<file path="config.mk">
export PLATFORM = sky130hd
export DESIGN_NAME = tmr2_timer
export DESIGN_NICKNAME = d
export VERILOG_FILES = /design/src/design/tmr2_pkg.sv /design/src/design/tmr2_timer.sv
export VERILOG_INCLUDE_DIRS = /design/src /design/src/design
export SDC_FILE = /design/constraint.sdc
export NUM_CORES = 1
export LEC_CHECK = 0
export BUFFER_PORTS_ARGS = -buffer_cell sky130_fd_sc_hd__buf_2
export CORE_ASPECT_RATIO = 1.25
export CORE_UTILIZATION = 61
export DETAILED_ROUTE_END_ITERATION = 12
export PLACE_DENSITY = 0.93
export SLEW_MARGIN = 20
export SYNTH_ARGS = -nofsm -noshare
export SYNTH_HDL_FRONTEND = slang
export SYNTH_SLANG_ARGS = --single-unit
</file>
<file path="constraint.sdc">
create_clock -name core_clk -period 2.5 [get_ports core_clk]
set_input_delay 0.5 -clock core_clk [delete_from_list [all_inputs] [get_ports core_clk]]
set_output_delay 0.5 -clock core_clk [all_outputs]
set_load 0.1 [all_outputs]
</file>
<file path="src/design/tmr2_consts.svh">
// Constants for the sixteen-bit reloadable timer with clock output.
`ifndef TMR2_CONSTS_SVH
`define TMR2_CONSTS_SVH
`define TMR2_ADDR_CTRL 8'hc8
`define TMR2_ADDR_MODE 8'hc9
`define TMR2_ADDR_RLD_LO 8'hca
`define TMR2_ADDR_RLD_HI 8'hcb
`define TMR2_ADDR_CNT_LO 8'hcc
`define TMR2_ADDR_CNT_HI 8'hcd
`define TMR2_CTRL_RESET 8'h00
`define TMR2_MODE_RESET 2'h0
`define TMR2_BIT_OVF 7
`define TMR2_BIT_EXF 6
`define TMR2_BIT_RXSEL 5
`define TMR2_BIT_TXSEL 4
`define TMR2_BIT_EXEN 3
`define TMR2_BIT_RUN 2
`define TMR2_BIT_CT 1
`define TMR2_BIT_CPRL 0
`define TMR2_BIT_OE 1
`define TMR2_BIT_UPDN 0
`define TMR2_TIMER_DIV 4'd12
`define TMR2_CLKOUT_DIV 1'b1
`define TMR2_ALL_ONES 16'hffff
`endif

</file>
<file path="src/design/tmr2_pkg.sv">
// Types shared by the timer and its surroundings.
package tmr2_pkg;
	typedef struct packed {
		logic [7:0] addr;
		logic [7:0] wdata;
		logic wr;
		logic rd;
	} tmr2_bus_req_t;
	typedef struct packed {
		logic count_in;
		logic dir_trig;
	} tmr2_pins_in_t;
	typedef struct packed {
		logic clk_out;
		logic clk_oe;
	} tmr2_pins_out_t;
	typedef enum logic [2:0] {
		TMR2_MODE_CAPTURE = 3'b001,
		TMR2_MODE_RELOAD = 3'b010,
		TMR2_MODE_BAUD = 3'b100
	} tmr2_mode_t;
endpackage : tmr2_pkg

</file>
<file path="src/design/tmr2_timer.sv">
// Sixteen-bit timer/counter with up/down reload, capture and clock output.
//
// Decided for this implementation: the address-and-strobe port.
`timescale 1ns/1ns
`include "tmr2_consts.svh"
module tmr2_timer (
	input wire logic core_clk,
	input wire logic rst_n,
	input wire logic clk_en,
	input wire tmr2_pkg::tmr2_bus_req_t bus_req,
	output logic [7:0] rdata,
	input wire tmr2_pkg::tmr2_pins_in_t pins_in,
	output tmr2_pkg::tmr2_pins_out_t pins_out,
	output logic irq,
	output logic baud_tick
);
	logic [7:0] ctrl_reg;
	logic [1:0] mode_reg;
	logic [7:0] cnt_lo_reg;
	logic [7:0] cnt_hi_reg;
	logic [7:0] rld_lo_reg;
	logic [7:0] rld_hi_reg;
	logic [2:0] t_sync_reg;
	logic [2:0] d_sync_reg;
	logic t_state_reg;
	logic d_state_reg;
	logic [3:0] pre_reg;
	logic half_reg;
	logic clk_out_reg;
	logic t_fall;
	logic d_fall;
	logic dir_up;
	logic tick;
	logic wrap_up;
	logic wrap_dn;
	logic ext_evt;
	logic ovf_any;
	logic [15:0] cnt;
	logic [15:0] rld;
	logic [15:0] cnt_next;
	tmr2_pkg::tmr2_mode_t mode;

	function automatic logic hit(input logic [7:0] a, input logic [7:0] b);
		hit = (a == b);
	endfunction : hit

	assign cnt = {cnt_hi_reg, cnt_lo_reg};
	assign rld = {rld_hi_reg, rld_lo_reg};

	// Filtered pin state changes only when the second and third stages agree.
	always_ff @(posedge core_clk or negedge rst_n)
	begin
		if (!rst_n)
		begin
			t_sync_reg <= 3'h7;
			d_sync_reg <= 3'h7;
			t_state_reg <= 1'b1;
			d_state_reg <= 1'b1;
		end
		else if (clk_en)
		begin
			t_sync_reg <= {t_sync_reg[1:0], pins_in.count_in};
			d_sync_reg <= {d_sync_reg[1:0], pins_in.dir_trig};
			if (t_sync_reg[1] == t_sync_reg[2])
				t_state_reg <= t_sync_reg[2];
			if (d_sync_reg[1] == d_sync_reg[2])
				d_state_reg <= d_sync_reg[2];
		end
	end

	assign t_fall = t_state_reg && (t_sync_reg[1] == t_sync_reg[2]) && !t_sync_reg[2];
	assign d_fall = d_state_reg && (d_sync_reg[1] == d_sync_reg[2]) && !d_sync_reg[2];
	assign dir_up = d_state_reg;

	always_comb
	begin
		if (ctrl_reg[`TMR2_BIT_RXSEL] || ctrl_reg[`TMR2_BIT_TXSEL])
			mode = tmr2_pkg::TMR2_MODE_BAUD;
		else if (ctrl_reg[`TMR2_BIT_CPRL])
			mode = tmr2_pkg::TMR2_MODE_CAPTURE;
		else
			mode = tmr2_pkg::TMR2_MODE_RELOAD;
	end

	// Prescaler for timer operation and the half-rate clock-output tick.
	always_ff @(posedge core_clk or negedge rst_n)
	begin
		if (!rst_n)
		begin
			pre_reg <= 4'h0;
			half_reg <= 1'b0;
		end
		else if (clk_en)
		begin
			if (pre_reg == `TMR2_TIMER_DIV - 4'd1)
				pre_reg <= 4'h0;
			else
				pre_reg <= pre_reg + 4'd1;
			half_reg <= half_reg ^ `TMR2_CLKOUT_DIV;
		end
	end

	always_comb
	begin
		if (!ctrl_reg[`TMR2_BIT_RUN])
			tick = 1'b0;
		else if (mode_reg[`TMR2_BIT_OE] || mode == tmr2_pkg::TMR2_MODE_BAUD)
			tick = half_reg;
		else if (ctrl_reg[`TMR2_BIT_CT])
			tick = t_fall;
		else
			tick = (pre_reg == `TMR2_TIMER_DIV - 4'd1);
	end

	logic updown;
	assign updown = mode_reg[`TMR2_BIT_UPDN] && (mode == tmr2_pkg::TMR2_MODE_RELOAD);
	assign wrap_up = tick && (!updown || dir_up) && (cnt == `TMR2_ALL_ONES);
	assign wrap_dn = tick && updown && !dir_up && hit(cnt_hi_reg, rld_hi_reg)
		&& hit(cnt_lo_reg, rld_lo_reg);
	assign ext_evt = d_fall && ctrl_reg[`TMR2_BIT_EXEN] && !updown;
	assign ovf_any = wrap_up || wrap_dn;

	always_comb
	begin
		cnt_next = cnt;
		if (wrap_dn)
			cnt_next = `TMR2_ALL_ONES;
		else if (wrap_up)
		begin
			if (mode != tmr2_pkg::TMR2_MODE_CAPTURE || mode_reg[`TMR2_BIT_OE] || updown)
				cnt_next = rld;
			else
				cnt_next = 16'h0000;
		end
		else if (tick && updown && !dir_up)
			cnt_next = cnt - 16'h0001;
		else if (tick)
			cnt_next = cnt + 16'h0001;
		if (ext_evt && mode == tmr2_pkg::TMR2_MODE_RELOAD)
			cnt_next = rld;
	end

	// Count bytes; a software write replaces the written count byte this cycle.
	always_ff @(posedge core_clk or negedge rst_n)
	begin
		if (!rst_n)
		begin
			cnt_lo_reg <= 8'h00;
			cnt_hi_reg <= 8'h00;
		end
		else if (clk_en)
		begin
			cnt_lo_reg <= cnt_next[7:0];
			cnt_hi_reg <= cnt_next[15:8];
			if (bus_req.wr && bus_req.addr == `TMR2_ADDR_CNT_LO)
				cnt_lo_reg <= bus_req.wdata;
			else if (bus_req.wr && bus_req.addr == `TMR2_ADDR_CNT_HI)
				cnt_hi_reg <= bus_req.wdata;
		end
	end

	// Reload bytes double as capture registers in capture mode.
	always_ff @(posedge core_clk or negedge rst_n)
	begin
		if (!rst_n)
		begin
			rld_lo_reg <= 8'h00;
			rld_hi_reg <= 8'h00;
		end
		else if (clk_en)
		begin
			if (ext_evt && mode == tmr2_pkg::TMR2_MODE_CAPTURE)
			begin
				rld_lo_reg <= cnt_lo_reg;
				rld_hi_reg <= cnt_hi_reg;
			end
			else if (bus_req.wr && bus_req.addr == `TMR2_ADDR_RLD_LO)
				rld_lo_reg <= bus_req.wdata;
			else if (bus_req.wr && bus_req.addr == `TMR2_ADDR_RLD_HI)
				rld_hi_reg <= bus_req.wdata;
		end
	end

	// Flags: a hardware set wins over a software clear in the same cycle.
	always_ff @(posedge core_clk or negedge rst_n)
	begin
		if (!rst_n)
			ctrl_reg <= `TMR2_CTRL_RESET;
		else if (clk_en)
		begin
			if (bus_req.wr && bus_req.addr == `TMR2_ADDR_CTRL)
				ctrl_reg <= bus_req.wdata;
			if (ovf_any && !ctrl_reg[`TMR2_BIT_RXSEL] && !ctrl_reg[`TMR2_BIT_TXSEL])
				ctrl_reg[`TMR2_BIT_OVF] <= 1'b1;
			if (updown && ovf_any)
				ctrl_reg[`TMR2_BIT_EXF] <= !ctrl_reg[`TMR2_BIT_EXF];
			else if (ext_evt)
				ctrl_reg[`TMR2_BIT_EXF] <= 1'b1;
		end
	end

	always_ff @(posedge core_clk or negedge rst_n)
	begin
		if (!rst_n)
			mode_reg <= `TMR2_MODE_RESET;
		else if (clk_en && bus_req.wr && bus_req.addr == `TMR2_ADDR_MODE)
			mode_reg <= bus_req.wdata[1:0];
	end

	// Output toggles on each upward overflow (wrap_up), not on an underflow, giving an even duty cycle.
	always_ff @(posedge core_clk or negedge rst_n)
	begin
		if (!rst_n)
			clk_out_reg <= 1'b0;
		else if (clk_en && mode_reg[`TMR2_BIT_OE] && wrap_up)
			clk_out_reg <= !clk_out_reg;
	end

	assign pins_out.clk_out = clk_out_reg;
	assign pins_out.clk_oe = mode_reg[`TMR2_BIT_OE];
	// The overflow flag interrupts only when clock output is off; the external flag only when up/down is off.
	assign irq = (ctrl_reg[`TMR2_BIT_OVF] && !mode_reg[`TMR2_BIT_OE])
		|| (ctrl_reg[`TMR2_BIT_EXF] && !mode_reg[`TMR2_BIT_UPDN]);
	assign baud_tick = wrap_up && (mode == tmr2_pkg::TMR2_MODE_BAUD);

	always_ff @(posedge core_clk or negedge rst_n)
	begin
		if (!rst_n)
			rdata <= 8'h00;
		else if (clk_en && bus_req.rd)
		begin
			if (bus_req.addr == `TMR2_ADDR_CTRL)
				rdata <= ctrl_reg;
			else if (bus_req.addr == `TMR2_ADDR_MODE)
				rdata <= {6'h00, mode_reg};
			else if (bus_req.addr == `TMR2_ADDR_RLD_LO)
				rdata <= rld_lo_reg;
			else if (bus_req.addr == `TMR2_ADDR_RLD_HI)
				rdata <= rld_hi_reg;
			else if (bus_req.addr == `TMR2_ADDR_CNT_LO)
				rdata <= cnt_lo_reg;
			else if (bus_req.addr == `TMR2_ADDR_CNT_HI)
				rdata <= cnt_hi_reg;
			else
				rdata <= 8'h00;
		end
	end

	chk_up_reload: assert property (@(posedge core_clk) disable iff (!rst_n)
		clk_en && wrap_up && mode == tmr2_pkg::TMR2_MODE_RELOAD && !bus_req.wr
		|=> cnt == $past(rld))
		else $error("reload not loaded on overflow");

	chk_under_ones: assert property (@(posedge core_clk) disable iff (!rst_n)
		clk_en && wrap_dn && !bus_req.wr |=> cnt == 16'hffff)
		else $error("underflow did not load all ones");

	chk_ovf_flag: assert property (@(posedge core_clk) disable iff (!rst_n)
		clk_en && ovf_any && !ctrl_reg[`TMR2_BIT_RXSEL] && !ctrl_reg[`TMR2_BIT_TXSEL]
		|=> ctrl_reg[`TMR2_BIT_OVF])
		else $error("overflow flag not set");

	chk_run_hold: assert property (@(posedge core_clk) disable iff (!rst_n)
		clk_en && !ctrl_reg[`TMR2_BIT_RUN] && !bus_req.wr && !ext_evt |=> $stable(cnt))
		else $error("count moved while stopped");

	chk_exf_toggle: assert property (@(posedge core_clk) disable iff (!rst_n)
		clk_en && updown && ovf_any && !bus_req.wr
		|=> ctrl_reg[`TMR2_BIT_EXF] != $past(ctrl_reg[`TMR2_BIT_EXF]))
		else $error("external flag did not toggle");

	chk_clk_toggle: assert property (@(posedge core_clk) disable iff (!rst_n)
		clk_en && mode_reg[`TMR2_BIT_OE] && wrap_up
		|=> pins_out.clk_out != $past(pins_out.clk_out))
		else $error("clock output did not toggle");

	chk_clkout_noirq: assert property (@(posedge core_clk) disable iff (!rst_n)
		mode_reg[`TMR2_BIT_OE] && (!ctrl_reg[`TMR2_BIT_EXF] || mode_reg[`TMR2_BIT_UPDN])
		|-> !irq)
		else $error("interrupt in clock-output mode");

	chk_oe_pin: assert property (@(posedge core_clk) disable iff (!rst_n)
		clk_en && bus_req.wr && bus_req.addr == `TMR2_ADDR_MODE
		|=> pins_out.clk_oe == $past(bus_req.wdata[1]))
		else $error("output enable not following mode");

	chk_carry_step: assert property (@(posedge core_clk) disable iff (!rst_n)
		clk_en && tick && !ovf_any && !ext_evt && !bus_req.wr && (!updown || dir_up)
		|=> cnt == $past(cnt) + 16'h0001)
		else $error("count did not step up");

	chk_down_step: assert property (@(posedge core_clk) disable iff (!rst_n)
		clk_en && tick && updown && !dir_up && !ovf_any && !bus_req.wr
		|=> cnt == $past(cnt) - 16'h0001)
		else $error("count did not step down");

	chk_ovf_sticky: assert property (@(posedge core_clk) disable iff (!rst_n)
		ctrl_reg[`TMR2_BIT_OVF] && !(bus_req.wr && bus_req.addr == `TMR2_ADDR_CTRL)
		|=> ctrl_reg[`TMR2_BIT_OVF])
		else $error("overflow flag cleared by hardware");

	chk_ovf_baud_quiet: assert property (@(posedge core_clk) disable iff (!rst_n)
		(ctrl_reg[`TMR2_BIT_RXSEL] || ctrl_reg[`TMR2_BIT_TXSEL]) && !ctrl_reg[`TMR2_BIT_OVF]
		&& !(bus_req.wr && bus_req.addr == `TMR2_ADDR_CTRL) |=> !ctrl_reg[`TMR2_BIT_OVF])
		else $error("overflow flag set in baud mode");

	chk_ext_flag: assert property (@(posedge core_clk) disable iff (!rst_n)
		clk_en && ext_evt |=> ctrl_reg[`TMR2_BIT_EXF])
		else $error("external flag not set on trigger");

	chk_trig_reload: assert property (@(posedge core_clk) disable iff (!rst_n)
		clk_en && ext_evt && mode == tmr2_pkg::TMR2_MODE_RELOAD && !bus_req.wr
		|=> cnt == $past(rld))
		else $error("trigger did not reload the count");

	chk_capture_copy: assert property (@(posedge core_clk) disable iff (!rst_n)
		clk_en && ext_evt && mode == tmr2_pkg::TMR2_MODE_CAPTURE |=> rld == $past(cnt))
		else $error("trigger did not capture the count");

	chk_baud_reload: assert property (@(posedge core_clk) disable iff (!rst_n)
		clk_en && wrap_up && mode == tmr2_pkg::TMR2_MODE_BAUD && !bus_req.wr
		|=> cnt == $past(rld))
		else $error("baud overflow did not reload");

	chk_updown_noirq: assert property (@(posedge core_clk) disable iff (!rst_n)
		mode_reg[`TMR2_BIT_UPDN] && !ctrl_reg[`TMR2_BIT_OVF] |-> !irq)
		else $error("external flag interrupted in up/down mode");

	chk_ext_irq: assert property (@(posedge core_clk) disable iff (!rst_n)
		ctrl_reg[`TMR2_BIT_EXF] && !mode_reg[`TMR2_BIT_UPDN] |-> irq)
		else $error("external flag raised no interrupt");

	chk_ovf_irq: assert property (@(posedge core_clk) disable iff (!rst_n)
		ctrl_reg[`TMR2_BIT_OVF] && !mode_reg[`TMR2_BIT_OE] |-> irq)
		else $error("overflow flag raised no interrupt");

	chk_clk_hold: assert property (@(posedge core_clk) disable iff (!rst_n)
		!(clk_en && mode_reg[`TMR2_BIT_OE] && wrap_up) |=> $stable(pins_out.clk_out))
		else $error("clock output moved without overflow");

	chk_read_count: assert property (@(posedge core_clk) disable iff (!rst_n)
		clk_en && bus_req.rd && bus_req.addr == `TMR2_ADDR_CNT_LO
		|=> rdata == $past(cnt_lo_reg))
		else $error("count read returned wrong byte");

	chk_write_count: assert property (@(posedge core_clk) disable iff (!rst_n)
		clk_en && bus_req.wr && bus_req.addr == `TMR2_ADDR_CNT_HI
		|=> cnt_hi_reg == $past(bus_req.wdata))
		else $error("count write did not land");

	chk_mode_write: assert property (@(posedge core_clk) disable iff (!rst_n)
		clk_en && bus_req.wr && bus_req.addr == `TMR2_ADDR_MODE
		|=> mode_reg == $past(bus_req.wdata[1:0]))
		else $error("mode write did not land");

	chk_mode_onehot: assert property (@(posedge core_clk) disable iff (!rst_n)
		$onehot(mode))
		else $error("operating mode not one-hot");

	chk_prescale_range: assert property (@(posedge core_clk) disable iff (!rst_n)
		pre_reg < `TMR2_TIMER_DIV)
		else $error("prescaler out of range");

	chk_prescale_wrap: assert property (@(posedge core_clk) disable iff (!rst_n)
		clk_en && pre_reg == `TMR2_TIMER_DIV - 4'd1 |=> pre_reg == 4'h0)
		else $error("prescaler did not wrap");

	chk_tick_stopped: assert property (@(posedge core_clk) disable iff (!rst_n)
		!ctrl_reg[`TMR2_BIT_RUN] |-> !tick)
		else $error("tick while stopped");

	chk_half_rate: assert property (@(posedge core_clk) disable iff (!rst_n)
		ctrl_reg[`TMR2_BIT_RUN] && mode_reg[`TMR2_BIT_OE] |-> tick == half_reg)
		else $error("clock-output tick not at half rate");

	chk_counter_tick: assert property (@(posedge core_clk) disable iff (!rst_n)
		ctrl_reg[`TMR2_BIT_RUN] && ctrl_reg[`TMR2_BIT_CT] && !mode_reg[`TMR2_BIT_OE]
		&& mode != tmr2_pkg::TMR2_MODE_BAUD |-> tick == t_fall)
		else $error("counter tick not from pin edge");

	chk_pin_fall: assert property (@(posedge core_clk) disable iff (!rst_n)
		clk_en && t_fall |=> !t_state_reg)
		else $error("count pin state did not follow edge");

	chk_trig_fall: assert property (@(posedge core_clk) disable iff (!rst_n)
		clk_en && d_fall |=> !d_state_reg)
		else $error("trigger pin state did not follow edge");

	// A low enable must freeze every register, bus writes included.
	chk_freeze_hold: assert property (@(posedge core_clk) disable iff (!rst_n)
		!clk_en |=> $stable(cnt) && $stable(rld) && $stable(ctrl_reg) && $stable(mode_reg))
		else $error("state moved while frozen");

	cov_up_wrap: cover property (@(posedge core_clk) disable iff (!rst_n) wrap_up);
	cov_dn_wrap: cover property (@(posedge core_clk) disable iff (!rst_n) wrap_dn);
	cov_ext: cover property (@(posedge core_clk) disable iff (!rst_n) ext_evt);
	cov_clk_toggle: cover property (@(posedge core_clk) disable iff (!rst_n)
		mode_reg[`TMR2_BIT_OE] && wrap_up);
	cov_capture: cover property (@(posedge core_clk) disable iff (!rst_n)
		ext_evt && mode == tmr2_pkg::TMR2_MODE_CAPTURE);
endmodule : tmr2_timer

</file>
Word-level counts from Yosys, hierarchy flattened
Index checks and enable logic that the tools add are counted.

Register bits after elaboration: 64. Output and inout port bits: 12. Logic and storage cells: 128.

Add/subtract/negate cells: 3. Equal/unequal tests: 17. Muxes and demuxes: 30. Bitwise logic cells: 1. Reduce and logical (&&, ||, !) cells: 61.

Operator list (count): 8-bit 2-to-1 mux (15); 16-bit 2-to-1 mux (6); 8-bit equality test (second input constant) (6); 1-bit logical AND (31); 16-bit by 1-bit adder with 16-bit output (second input constant) (1); 16-bit equality test (second input constant) (1); 8-bit equality test (2); 16-bit by 1-bit subtractor with 16-bit output (second input constant) (1); 2-bit AND reduction (7); 1-bit logical NOT (10); 1-bit logical OR (7); 1-bit 2-to-1 mux (6); 2-bit nonzero test (3); 6-bit nonzero test (1); 4-bit by 1-bit adder with 4-bit output (second input constant) (1); 4-bit equality test (second input constant) (1); 4-bit 2-to-1 mux (1); 3-bit by 1-bit equality test with 1-bit output (second input constant) (1); 3-bit by 2-bit equality test with 1-bit output (second input constant) (1); 3-bit equality test (second input constant) (1); 3-bit 2-to-1 mux (1); 3-bit by 1-bit != test with 1-bit output (second input constant) (1); 3-bit AND reduction (1); 3-bit nonzero test (1); other kinds (4) (5).

Depth between registers and ports, before layout
Depth after elaboration: 15. Depth in mapped cells: 10. Depth with buffers taken out: 9.

Worst setup path after synthesis
OpenSTA, ideal clock, no wires.

Kind: flip-flop to output port. Start: register cnt_hi_reg[1]. End: output baud_tick. Arrival: 3.375 ns. Data required time: 2.000 ns. Slack: -1.375 ns. Stages on the path, launching flop included: 6. Path buffers: 1. Cell sequence: dfrtp_1 buf_2 and4_1 o2111a_2 nand4_1 nor3b_1.

Word-level cells in the longest chain between the ends: 3.

Ends and longest elaborated chain: start: declaration (RTL line tmr2_timer.sv:20) `logic [7:0] cnt_hi_reg;`; start signal: assignment (RTL line tmr2_timer.sv:154) `cnt_hi_reg <= cnt_next[15:8];`; start signal: assignment (RTL line tmr2_timer.sv:158) `cnt_hi_reg <= bus_req.wdata;`; 16-bit equality test (no line); 1-bit logical AND (RTL line tmr2_timer.sv:117) `` assign wrap_up = tick && (!updown || dir_up) && (cnt == `TMR2_ALL_ONES); ``; 1-bit logical AND (RTL line tmr2_timer.sv:224) `assign baud_tick = wrap_up && (mode == tmr2_pkg::TMR2_MODE_BAUD);`; end: declaration (RTL line tmr2_timer.sv:15) `output logic baud_tick`.

No other way between the ends.

Worst setup path in the final report
Start: register ctrl_reg[0]. End: output baud_tick.

Word-level cells in the longest chain between the ends: 9. Elaborated cells between the ends (all ways): 13. Those cells by class: eq/ne (2); mux (4); reduce/logical (7).

Ends and longest elaborated chain: start: declaration (RTL line tmr2_timer.sv:17) `logic [7:0] ctrl_reg;`; start signal: assignment (RTL line tmr2_timer.sv:188) `` ctrl_reg <= `TMR2_CTRL_RESET; ``; start signal: assignment (RTL line tmr2_timer.sv:192) `ctrl_reg <= bus_req.wdata;`; start signal: indexed assignment (RTL line tmr2_timer.sv:196) `` ctrl_reg[`TMR2_BIT_EXF] <= !ctrl_reg[`TMR2_BIT_EXF]; ``; 2-bit 2-to-1 mux * (RTL line tmr2_timer.sv:79) `` else if (ctrl_reg[`TMR2_BIT_CPRL]) ``; 3-bit 2-to-1 mux * (RTL line tmr2_timer.sv:77) `` if (ctrl_reg[`TMR2_BIT_RXSEL] || ctrl_reg[`TMR2_BIT_TXSEL]) ``; 3-bit equality test / 3-bit by 2-bit equality test with 1-bit output (equally long branches) (RTL line tmr2_timer.sv:107, tmr2_timer.sv:224, tmr2_timer.sv:116); 1-bit logical OR / 1-bit logical AND (equally long branches) (RTL line tmr2_timer.sv:107, tmr2_timer.sv:116); 1-bit 2-to-1 mux / 1-bit logical NOT (equally long branches) (RTL line tmr2_timer.sv:107, tmr2_timer.sv:117); 1-bit 2-to-1 mux / 1-bit logical OR (equally long branches) (RTL line tmr2_timer.sv:105, tmr2_timer.sv:117); 1-bit logical AND (2 in a row) (RTL line tmr2_timer.sv:117); 1-bit logical AND * (RTL line tmr2_timer.sv:224).

Mark *: on every way between the ends. The rest lies on a longest branch, timed or not.

==> impl_results.md <==
* Status: complete, but fails checks
* Violated checks: setup timing
* Path class of the lowest-slack min-delay path: input pin to asynchronous set/reset pin
* Post-layout power at 0.003239 W
* Worst Tran Pin Value at between 600 and 700 ps
* Number of H-tree levels at 3
* Data arrival time of the critical path at approximately 2000 ps
* Tcrit/Tclk final at 100.8%
* Unrepaired setup endpoints after global routing: yes
* Detailed-routing iteration count for the pre-antenna-repair pass at 6
* Placed standard-cell area at 5150 sq um
* IR Drop Worst-Case VDD at roughly 0.6 mV
* Number of endpoints failing setup at the final stage at 1
* Minimum clock period after layout at around 2500 ps
* Filler cells at roughly 470
* Antenna-violating nets left at 0
* Net count after synthesis at 540
* Vias in the first global route at ~4.8k
* Number of clock sinks seen by CTS at 64
* Synth Area per Inst at just under 9 sq um
* # placed instances at roughly 660
* Count of non-filler cells in the finished layout at 693
* Antenna violations before repair at 1
* Dominant delay contributor by cell family on the critical path: simple AND/OR/NAND/NOR gates
* Most instantiated library cell after synthesis: sky130_fd_sc_hd__dfrtp_1
* Most instantiated flip-flop cell in the synthesis netlist: sky130_fd_sc_hd__dfrtp_1
* Sum of routed wire length over all layers at 16.59 mm
* Average wire length per cell after detail routing at about 24 um
* Required @ worst endpoint at approximately 2000 ps
* Clock tree from TritonCTS: built
* Antenna cell count at 0
* Worst setup path category: flop to output port
* CTS Hold Buffers Added at 0
* Crit end category: output port
* Overall die area at 7747 sq um
* Post-layout util at around four fifths
* Library cells used by synthesis at 67
* Effective utilization at floorplan at about 64%
* Number of flops mapped to enable cells by yosys at 0
* LEAKAGE at about 2.5 nW
* DRC violations left at 0
* Number of violations of the max-capacitance limit at 0
* Clock edge transition at the registers on the reported setup and hold paths at 80 ps
* GRT overflow at 0
* Cell Chain, Critical Path: or4b_4 > o2111a_2 > nand4_1 > nor3b_4 > buf_12
* Start of the worst register-to-register path: t_state_reg
* Skew-Pair Late Insertion Delay at around 350 ps
* Synthesis-stage register bit count at 64
* Register area share after synthesis at a little over a third
* Pin count of the biggest net entering global routing at 40
* Count of mapped cells out of synthesis at between 500 and 600
* FF-to-FF setup slack at 120 ps
* Critical Path Start Type: flop
* Port Buf Inserts at 34
* DIE WIDTH at between 70 and 80 um
* Buffers & Inverters on Critical Path at 1
* Total global routing track utilization at 45.53%
* Setup Skew at ~12 ps
* Violation count after the first detailed-route iteration at around 700
* Post-Layout Inst Area at 5512 sq um
* Placed wire-length estimate at 11.88 mm
* Total Neg Setup Slack at -19.26 ps
* Max-Slew Margin vs Limit at a little under three fifths
* Detailed-route vias per instance at about 7
* Cell area power density at 587.8 nW/um^2
* Proportion of layout cells with a drive suffix above 1 at 31.67%
* Leading area contributor after synthesis: sky130_fd_sc_hd__dfrtp_1
* Clock root buffer master: sky130_fd_sc_hd__clkbuf_8
* Height of the die at 98.16 um
* Routed via count at about 4.8k
* Peak fanout along the critical path at 2
* PnR worst setup slack at -19.26 ps
* Leading cell types by count after synthesis: 56 x sky130_fd_sc_hd__dfrtp_1, 46 x sky130_fd_sc_hd__a21oi_1, 43 x sky130_fd_sc_hd__nor2_1
* Num CTS Buffers at 9
* Routability Congestion at around 1.1
* Max-slew violation total from the final report at 0
* Layout net count at around 620
* Slowest Stage Delay on Critical Path at approximately 570 ps
* Core area at ~7100 sq um
* Critical Path Source: ctrl_reg[0]
* Layout-stage area growth over the synthesis result at 22.16%
* Top-level port count at 35
* Number of failing hold endpoints at the final stage at 0
* Clock tree buffer depth at 2
* Worst-path cell with the longest stage delay: sky130_fd_sc_hd__or4b_4
* Row count at 34
* Share of the synthesized area in the top cell type at a little under a third
* Mapped Area at approximately 4500 sq um
* Share of async-settable or async-resettable flops after synthesis at 100.0%
* Achievable clock frequency at 396.9 MHz
* Synth warn at 0
* Global-route wire length before repair at 26.10 mm
* Top area cells in the synthesized netlist: sky130_fd_sc_hd__dfrtp_1 31%, sky130_fd_sc_hd__mux2i_1 5.5%, sky130_fd_sc_hd__a21oi_1 5.1%
[power by group]
group / internal, W / switching, W
Clock: 0.000385 / 0.000407
Sequential: 0.00119 / 0.000203
Combinational: 0.000446 / 0.000609
[cells in the final DEF (no fill, tap or decap), types with 4 or more instances in the layout]
cell,synthesis,final
sky130_fd_sc_hd__o22ai_1,19,17
sky130_fd_sc_hd__a22oi_1,10,10
sky130_fd_sc_hd__a31oi_1,7,7
sky130_fd_sc_hd__nand4_1,8,8
sky130_fd_sc_hd__and3_1,7,7
sky130_fd_sc_hd__and2_1,6,6
sky130_fd_sc_hd__a32oi_1,4,4
sky130_fd_sc_hd__dfrtp_1,56,51
sky130_fd_sc_hd__a221oi_1,4,4
sky130_fd_sc_hd__nand3_1,18,18
sky130_fd_sc_hd__mux2i_1,25,25
sky130_fd_sc_hd__a21oi_1,46,45
sky130_fd_sc_hd__nor4_1,4,4
sky130_fd_sc_hd__nor2_1,43,43
sky130_fd_sc_hd__clkbuf_8,0,10
sky130_fd_sc_hd__or3_1,4,4
sky130_fd_sc_hd__mux2_2,20,20
sky130_fd_sc_hd__buf_2,17,33
sky130_fd_sc_hd__inv_1,12,12
sky130_fd_sc_hd__xor2_1,17,17
sky130_fd_sc_hd__xnor2_1,8,8
sky130_fd_sc_hd__buf_4,2,79
sky130_fd_sc_hd__o21ai_0,28,24
sky130_fd_sc_hd__nand2_1,39,39
sky130_fd_sc_hd__buf_6,1,5
sky130_fd_sc_hd__o21ai_1,3,7
sky130_fd_sc_hd__nor3_1,11,11
sky130_fd_sc_hd__dfstp_2,8,8
sky130_fd_sc_hd__dfrtp_2,0,5
[layer usage]
layer / up-vias / global-route usage, % / share of wire, %
met4: 2 / 29.37 / 7.6
met1: 2241 / 55.47 / 36
met5: - / 0 / 0.066
li1: 2073 / - / -
met2: 412 / 71.77 / 45
met3: 120 / 10.84 / 11
[timing repair]
item                                   CTS  global route
pin swaps                                3             5
setup buffers                           13             2
gates resized for setup                 12            13
setup endpoints to repair                1            12
gates cloned                             0             0
endpoints found under the hold margin    0             0
[metrics by stage]
step / worst slack (ps) / hold WS, ps
floorplan: 5.906 / 204.4
detailed placement: 13.33 / 477.8
global placement: 70.98 / 450.0
CTS: -6.269 / 181.6
global route: -55.37 / 206.5
finish: -19.26 / 166.4
[cell type report]
class | count | area, sq um | area share, %
clock buffer | 13 | 148.9 | 2.701
clock inverter | 3 | 17.52 | 0.3178
inverter | 12 | 45.04 | 0.8173
multi-input combinational | 392 | 2715 | 49.26
sequential | 64 | 1618 | 29.35
tap | 90 | 112.6 | 2.043
timing repair buffer | 119 | 854.6 | 15.51
[final timing paths]
| kind | endpoint | depth (start not counted) |
|---|---|---|
| min reg2reg | clk_out_reg | 1 |
| min in group core_clk | t_sync_reg[0] | 2 |
| max | baud_tick | 5 |
| max in group asynchronous | cnt_lo_reg[6] | 2 |
| min | pre_reg[3] | 1 |
| max reg2reg | cnt_lo_reg[2] | 8 |
[logic make-up after synthesis]
group,after synthesis,synth area share (%)
AND/OR/NAND/NOR,172,21.38
AO/OA/AOI/OAI,146,20.55
flip-flops,64,35.72
buffers and inverters,58,5.629
multiplexers,46,11.04
XOR/XNOR,25,4.853
adder cells (fa/ha/maj),3,0.8320
(Power assumes the default switching activity.)
